## config.mk

```make
export PLATFORM = sky130hd
export DESIGN_NAME = gpw_port
export DESIGN_NICKNAME = d
export VERILOG_FILES = /design/src/hdl/gpw_pin_cell.v /design/src/hdl/gpw_port.v
export VERILOG_INCLUDE_DIRS = /design/src /design/src/pkg
export SDC_FILE = /design/constraint.sdc
export NUM_CORES = 1
export LEC_CHECK = 0
export ABC_AREA = 1
export BUFFER_PORTS_ARGS = -buffer_cell sky130_fd_sc_hd__buf_2
export CAP_MARGIN = 40
export CORE_MARGIN = 4
export CORE_UTILIZATION = 35
export CTS_CLUSTER_DIAMETER = 100
export CTS_CLUSTER_SIZE = 16
export DETAILED_ROUTE_END_ITERATION = 8
export RECOVER_POWER = 50
export SETUP_SLACK_MARGIN = 0.15
export SYNTH_ARGS = -nofsm -noshare
export SYNTH_HDL_FRONTEND = slang
export SYNTH_SLANG_ARGS = --single-unit
```

## constraint.sdc

```tcl
create_clock -name pclk -period 2.3 [get_ports pclk]
set_clock_uncertainty 0.15 [all_clocks]
set_input_delay 0.69 -clock pclk [delete_from_list [all_inputs] [get_ports pclk]]
set_output_delay 0.69 -clock pclk [all_outputs]
set_load 0.05 [all_outputs]
```

## src/pkg/gpw_map.vh

```
`ifndef GPW_MAP_VH
`define GPW_MAP_VH

// ==========================================================================
// Register byte offsets on the APB word map.
// ==========================================================================
`define GPW_OFF_DATA 12'h000
`define GPW_OFF_DIR 12'h004
`define GPW_OFF_PULLUP 12'h008
`define GPW_OFF_FUNC 12'h00c
`define GPW_OFF_PIN_LEVEL 12'h010
`define GPW_OFF_CONFLICT 12'h014

// ==========================================================================
// Widths and decode span.
// ==========================================================================
`define GPW_ADDR_W 12
`define GPW_PORT_W 8

// ==========================================================================
// Reset and read-back values.
// ==========================================================================
`define GPW_RST_DATA 8'h00
`define GPW_RST_DIR 8'h00
`define GPW_RST_PULLUP 8'h00
`define GPW_RST_FUNC 8'h00
`define GPW_RST_CONFLICT 8'h00
`define GPW_DIR_READ 8'hff
`define GPW_WAKE_IDLE 8'hff
`define GPW_RDATA_ZERO 32'h0000_0000

`endif

```

## src/hdl/gpw_pin_cell.v

```verilog
`timescale 1ns/1ps

// ==========================================================================
// One port pin: steering of driver, pull-up, wake path and read-back.
// ==========================================================================
module gpw_pin_cell (
  input wire dir_bit,
  input wire latch_bit,
  input wire pullup_bit,
  input wire func_bit,
  input wire pin_level,
  output reg nxt_out,
  output reg nxt_oe,
  output reg nxt_pullup,
  output reg nxt_wake,
  output reg rd_bit
);

  // Combinational pin steering; the parent registers every result.
  always @* begin
    if (func_bit) begin
      nxt_oe = 1'b0;
      nxt_out = 1'b0;
      nxt_wake = pin_level;
    end else begin
      nxt_oe = dir_bit;
      nxt_out = dir_bit & latch_bit;
      nxt_wake = 1'b1; // Idle level of an unused wake line.
    end
    nxt_pullup = ~dir_bit & pullup_bit;
    rd_bit = dir_bit ? latch_bit : pin_level;
  end

endmodule // gpw_pin_cell

```

## src/hdl/gpw_port.v

```verilog
// Overview of operation
// - Data read returns latch value for bits whose direction bit is 1.
// - Data read returns sampled pin level for bits whose direction bit is 0.
// - Direction bit 1 drives the latched data out; 0 makes the pin an input.
// - Direction register is write-only and always reads back as all ones.
// - Direction and latch drive a pin only in general I/O use; direction still gates the pull-up in wake-up use.
// - Pull-up enable only when direction is 0 and pull-up bit is 1.
// - Function bit 0 selects general I/O, 1 selects wake-up input.
// - A wake-up pin forwards its level to the wake-up interrupt input.
// - After reset every pull-up enable output is deasserted.
`timescale 1ns/1ps
`include "gpw_map.vh"

module gpw_port #(
  parameter PORT_W = `GPW_PORT_W,
  parameter ADDR_W = `GPW_ADDR_W
) (
  input wire pclk,
  input wire presetn,
  input wire psel,
  input wire penable,
  input wire pwrite,
  input wire [ADDR_W-1:0] paddr,
  input wire [31:0] pwdata,
  input wire [3:0] pstrb,
  output reg [31:0] prdata,
  output reg pready,
  output reg pslverr,
  input wire [PORT_W-1:0] gp_pin_n_in,
  output reg [PORT_W-1:0] gp_pin_n_out,
  output reg [PORT_W-1:0] gp_pin_n_oe,
  output reg [PORT_W-1:0] pullup_en,
  output reg [PORT_W-1:0] wake_input_n
);

  // ========================================================================
  // Bus handshake states.
  // ========================================================================
  localparam ST_IDLE = 1'b0;
  localparam ST_ACK = 1'b1;

  // ========================================================================
  // Address decode helpers.
  // ========================================================================

  // True when the address hits one of the mapped words.
  function is_mapped;
    input [ADDR_W-1:0] addr;
    begin
      case (addr)
        `GPW_OFF_DATA,
        `GPW_OFF_DIR,
        `GPW_OFF_PULLUP,
        `GPW_OFF_FUNC,
        `GPW_OFF_PIN_LEVEL,
        `GPW_OFF_CONFLICT: begin
          is_mapped = 1'b1;
        end
        default: begin
          is_mapped = 1'b0;
        end
      endcase
    end
  endfunction

  // True when the address matches a given offset.
  function hit;
    input [ADDR_W-1:0] addr;
    input [ADDR_W-1:0] off;
    begin
      hit = (addr == off);
    end
  endfunction

  // ========================================================================
  // Software registers.
  // ========================================================================
  reg [PORT_W-1:0] pin_data_latch_ff;
  reg [PORT_W-1:0] pin_direction_ctrl_ff;
  reg [PORT_W-1:0] pin_pullup_ctrl_ff;
  reg [PORT_W-1:0] pin_function_select_ff;
  reg [PORT_W-1:0] conflict_sticky_ff;
  reg state_ff;

  reg [PORT_W-1:0] nxt_pin_data_latch;
  reg [PORT_W-1:0] nxt_pin_direction_ctrl;
  reg [PORT_W-1:0] nxt_pin_pullup_ctrl;
  reg [PORT_W-1:0] nxt_pin_function_select;
  reg [PORT_W-1:0] nxt_conflict_sticky;
  reg nxt_state;
  reg [31:0] nxt_prdata;
  reg nxt_pready;
  reg nxt_pslverr;

  // ========================================================================
  // Per-pin steering.
  // ========================================================================
  wire [PORT_W-1:0] cell_out;
  wire [PORT_W-1:0] cell_oe;
  wire [PORT_W-1:0] cell_pullup;
  wire [PORT_W-1:0] cell_wake;
  wire [PORT_W-1:0] cell_rd;

  // One steering cell per pin keeps each bit independent of its neighbours.
  genvar gi;
  generate
    for (gi = 0; gi < PORT_W; gi = gi + 1) begin : g_pin
      gpw_pin_cell u_cell (
        .dir_bit(pin_direction_ctrl_ff[gi]),
        .latch_bit(pin_data_latch_ff[gi]),
        .pullup_bit(pin_pullup_ctrl_ff[gi]),
        .func_bit(pin_function_select_ff[gi]),
        .pin_level(gp_pin_n_in[gi]),
        .nxt_out(cell_out[gi]),
        .nxt_oe(cell_oe[gi]),
        .nxt_pullup(cell_pullup[gi]),
        .nxt_wake(cell_wake[gi]),
        .rd_bit(cell_rd[gi])
      );
    end
  endgenerate

  // ========================================================================
  // Bus phase decode.
  // ========================================================================
  wire setup_phase;
  wire access_done;
  wire wr_commit;
  wire lane0;
  wire [PORT_W-1:0] wdata_byte;
  wire [PORT_W-1:0] conflict_now;

  // The slave answers on the first access edge, so the access phase lasts one cycle.
  assign setup_phase = psel & ~penable;
  assign access_done = psel & penable & pready;
  // Only byte lane zero carries register bits; other lanes are ignored.
  assign lane0 = pstrb[0];
  assign wdata_byte = pwdata[PORT_W-1:0];
  assign wr_commit = access_done & pwrite & is_mapped(paddr) & lane0;

  // A pin with both output direction and wake function set is a prohibited mix.
  assign conflict_now = pin_direction_ctrl_ff & pin_function_select_ff;

  // ========================================================================
  // Read data multiplexer, evaluated in the setup cycle.
  // ========================================================================
  always @* begin
    nxt_prdata = `GPW_RDATA_ZERO;
    case (paddr)
      `GPW_OFF_DATA: begin
        nxt_prdata[PORT_W-1:0] = cell_rd;
      end
      `GPW_OFF_DIR: begin
        nxt_prdata[PORT_W-1:0] = `GPW_DIR_READ;
      end
      `GPW_OFF_PULLUP: begin
        nxt_prdata[PORT_W-1:0] = pin_pullup_ctrl_ff;
      end
      `GPW_OFF_FUNC: begin
        nxt_prdata[PORT_W-1:0] = pin_function_select_ff;
      end
      `GPW_OFF_PIN_LEVEL: begin
        // Raw pin levels regardless of direction, for board diagnostics.
        nxt_prdata[PORT_W-1:0] = gp_pin_n_in;
      end
      `GPW_OFF_CONFLICT: begin
        nxt_prdata[PORT_W-1:0] = conflict_sticky_ff;
      end
      default: begin
        nxt_prdata = `GPW_RDATA_ZERO;
      end
    endcase
  end

  // ========================================================================
  // Handshake state machine.
  // ========================================================================

  // Answer is prepared in the setup cycle so pready and prdata leave flops.
  always @* begin
    nxt_state = state_ff;
    nxt_pready = 1'b0;
    nxt_pslverr = 1'b0;
    case (state_ff)
      ST_IDLE: begin
        if (setup_phase) begin
          nxt_state = ST_ACK;
          nxt_pready = 1'b1;
          nxt_pslverr = ~is_mapped(paddr);
        end
      end
      ST_ACK: begin
        // The transfer completes at this edge; a new setup may follow at once.
        nxt_state = ST_IDLE;
      end
      default: begin
        nxt_state = ST_IDLE;
      end
    endcase
  end

  // ========================================================================
  // Register write path.
  // ========================================================================
  always @* begin
    nxt_pin_data_latch = pin_data_latch_ff;
    nxt_pin_direction_ctrl = pin_direction_ctrl_ff;
    nxt_pin_pullup_ctrl = pin_pullup_ctrl_ff;
    nxt_pin_function_select = pin_function_select_ff;
    if (wr_commit) begin
      // The latch is written even for input pins, so a later switch to output
      // drives the value software prepared rather than a stale one.
      if (hit(paddr, `GPW_OFF_DATA)) begin
        nxt_pin_data_latch = wdata_byte;
      end
      if (hit(paddr, `GPW_OFF_DIR)) begin
        nxt_pin_direction_ctrl = wdata_byte;
      end
      if (hit(paddr, `GPW_OFF_PULLUP)) begin
        nxt_pin_pullup_ctrl = wdata_byte;
      end
      if (hit(paddr, `GPW_OFF_FUNC)) begin
        nxt_pin_function_select = wdata_byte;
      end
    end
  end

  // ========================================================================
  // Conflict flags: set by hardware, cleared by writing ones.
  // ========================================================================
  always @* begin
    nxt_conflict_sticky = conflict_sticky_ff;
    if (wr_commit && hit(paddr, `GPW_OFF_CONFLICT)) begin
      nxt_conflict_sticky = conflict_sticky_ff & ~wdata_byte;
    end
    // A conflict present in the clearing cycle is kept, so none is lost.
    nxt_conflict_sticky = nxt_conflict_sticky | conflict_now;
  end

  // ========================================================================
  // State and register flops.
  // ========================================================================
  always @(posedge pclk or negedge presetn) begin
    if (!presetn) begin
      pin_data_latch_ff <= `GPW_RST_DATA;
      pin_direction_ctrl_ff <= `GPW_RST_DIR;
      pin_pullup_ctrl_ff <= `GPW_RST_PULLUP;
      pin_function_select_ff <= `GPW_RST_FUNC;
      conflict_sticky_ff <= `GPW_RST_CONFLICT;
      state_ff <= ST_IDLE;
    end else begin
      pin_data_latch_ff <= nxt_pin_data_latch;
      pin_direction_ctrl_ff <= nxt_pin_direction_ctrl;
      pin_pullup_ctrl_ff <= nxt_pin_pullup_ctrl;
      pin_function_select_ff <= nxt_pin_function_select;
      conflict_sticky_ff <= nxt_conflict_sticky;
      state_ff <= nxt_state;
    end
  end

  // ========================================================================
  // Bus answer flops.
  // ========================================================================

  // Read data is captured only when an answer is prepared for a read, and held otherwise.
  always @(posedge pclk or negedge presetn) begin
    if (!presetn) begin
      prdata <= `GPW_RDATA_ZERO;
      pready <= 1'b0;
      pslverr <= 1'b0;
    end else begin
      pready <= nxt_pready;
      pslverr <= nxt_pslverr;
      if (nxt_pready && !pwrite) begin
        prdata <= nxt_prdata;
      end
    end
  end

  // ========================================================================
  // Pin-side output flops.
  // ========================================================================

  // Registering the pin controls costs one cycle of latency after a write but
  // keeps glitches from decode off the board.
  always @(posedge pclk or negedge presetn) begin
    if (!presetn) begin
      gp_pin_n_out <= {PORT_W{1'b0}};
      gp_pin_n_oe <= {PORT_W{1'b0}};
      pullup_en <= {PORT_W{1'b0}};
      wake_input_n <= `GPW_WAKE_IDLE;
    end else begin
      gp_pin_n_out <= cell_out;
      gp_pin_n_oe <= cell_oe;
      pullup_en <= cell_pullup;
      wake_input_n <= cell_wake;
    end
  end

endmodule // gpw_port

```

==> out/results.ini <==
[global_routing]
grtUsageMet3 = 0.0358
busiest_layer = met2
grt.total_usage = 0.155
use_met1 = 0.194
antenna_found_initial = 1
grt_start_max_net_pins = 36
grtUsageMet2 = 0.250
overflow = 0
grt_pass1_wl_um = 15400
grt_pass1_vias = 3068

[placed_design]
portBuffers = 75
place_hpwl_um = 6680
gp_congestion = 0.795
dp_cells = 668

[hold_path]
hold_path_class = primary input to asynchronous set/reset pin

[synthesis]
ys_seq_area_frac = 0.533
ys_seq_elements = 82
yosysUniqueCellTypes = 28
syn_area_per_cell_sq_um = 8.63
synthCells = 448
yosys_warnings = 0
synth_area_sq_um = 3870

[outcome]
outcome = finished, final reports clean

[clock_tree]
clkLatencyLatePin_ns = 0.36
cts_made_buffers = 9
path_clk_slew_ns = 0.08
cts.sinks = 82
clock_path_buffers = 2
holdBufCountCts = 0
htreeDepth = 3
cts_tree = done
post_cts_resized = 0
cts_setup_buffers = 0
cts_root_buf = clkbuf_8

[timing]
fin_crit_ns = 1.99
tns_ns = 0
worstMarginPinSlew_ns = 0.870
relSlewSlack = 0.420
timing.final.crit_share = 0.865
clock.fmax_mhz = 503
setup_viol = 0
hold_violations = 0
hold_slack_ns = 0.222
grt_setup_unrepaired = false
drv_slew = 0

[worst_setup_path]
cp-startpoint = wake_input_n[1]
start_kind = flop
ff2ff_setup_slack_ns = 0.67
crit_arrival_ns = 1.15
critPathTopFamily = flip-flops
crit_slowest_cell = dfstp_2
r2r_start = pready
critical-path-max-stage-delay_ns = 0.53
critPathKind = flop to primary output
crit_end = wake_input_n[1]
required_ns = 1.46
critPathMaxFanout = 1
r2r-end = pin_data_latch_ff[4]
path_cells = buf_2
critPathCaptureType = primary output
crit_cells = 1
path_buf_inv = 1
reg2reg_depth = 6

[route]
drc_errors = 0
drt_iter0_drc = 111
vias_per_cell = 4.48
ant_nets = 0
wl_per_cell_um = 13.5
via_count = 3064
wl_um = 9240
dr.pass1.iters = 4

[floorplan]
fp.dieW_um = 113
core_area_sq_um = 10800
die_height_um = 113
start_util = 0.357
ios = 127
fp.dieArea_sq_um = 12800
placementRows = 38

[final_layout]
syn_to_final_growth_pct = 17.7
layout_commonest_cell = nand2_1
fin_nets = 600
final_cell_mix = 134 x nand2_1, 74 x dfrtp_1, 72 x buf_2
drive_above_1_share = 0.265
instances_no_fill = 684
n_antenna_cell = 0

[power_and_ir_drop]
ir_drop_uv = 227
p_per_area_nw_per_um2 = 621
power_leakage_nw = 2.45

[run]
drv_cap = 0

==> registers in the layout (all words and copies together) (netlist names) <==
signal and count:
wake_input_n 8, pslverr 1, gp_pin_n_out 8, pin_direction_ctrl_ff 8, pullup_en 8, pin_data_latch_ff 8
pin_pullup_ctrl_ff 8, pin_function_select_ff 8, conflict_sticky_ff 8, gp_pin_n_oe 8, pready 1, prdata 8
==> stage by stage <==
stage	utilization	total power, W	instance area [sq um]	setup WS [ns]
after global placement	0.404	0.00179	4370	-0.0382
after CTS	0.422	0.00286	4570	0.296
after detailed placement	0.404	0.00179	4370	-0.0613
after global routing	0.420	0.00294	4550	0.115
final	0.420	0.00282	4550	0.310
after floorplan	-	0.00172	3950	0.247
==> cells in the mapped netlist (all sizes together) <==
| cell | instances | share of area |
|---|---|---|
| a21oi | 8 | 0.010 |
| nand2 | 142 | 0.15 |
| inv | 55 | 0.053 |
| o21ai | 45 | 0.066 |
| buf | 31 | 0.062 |
| and2 | 1 | 0.0016 |
| nor2 | 51 | 0.064 |
| dfrtp | 74 | 0.48 |
| nand4 | 9 | 0.015 |
| dfstp | 8 | 0.054 |
| conb | 1 | 0.00097 |
| clkinv | 2 | 0.0019 |
| nor3 | 2 | 0.0026 |
| or2 | 1 | 0.0016 |
| nand3 | 18 | 0.041 |
==> logic make-up (layout without fill, tap and decap cells) <==
kind of cell | after synthesis | after routing | share of synthesized area
AND/OR/NAND/NOR | 224 | 224 | 0.272
other | 1 | 24 | 0.000970
flip-flops | 82 | 82 | 0.533
AO/OA/AOI/OAI | 53 | 53 | 0.0764
buffers and inverters | 88 | 161 | 0.118
==> power breakdown <==
part           total (W)  internal (W)  switching, W
Combinational   0.000290     0.0000514      0.000238
Sequential       0.00147       0.00146     0.0000105
Clock            0.00107      0.000561      0.000506
==> worst min path at each step <==
stage | end | cells after the start
global placement | conflict_sticky_ff[5] | 2
floorplan | conflict_sticky_ff[0] | 0
CTS | pin_pullup_ctrl_ff[2] | 1
finish | gp_pin_n_oe[2] | 1
detailed placement | prdata[4] | 2
global route | pin_pullup_ctrl_ff[2] | 1
==> routing by layer <==
layer  wire [um]  up-vias
met5          13        -
met4         219        2
met3         585       19
met2        4460       91
met1        3960     1418
li1            -     1534
==> final cells by class <==
type                       instances  area (sq um)
timing repair buffer              88           465
tap                              140           175
inverter                          57           214
clock inverter                     2          35.0
fill                            1115          6290
multi-input combinational        301          1440
clock buffer                      14           163
sequential                        82          2060
Power figures use the tool's default switching activity.
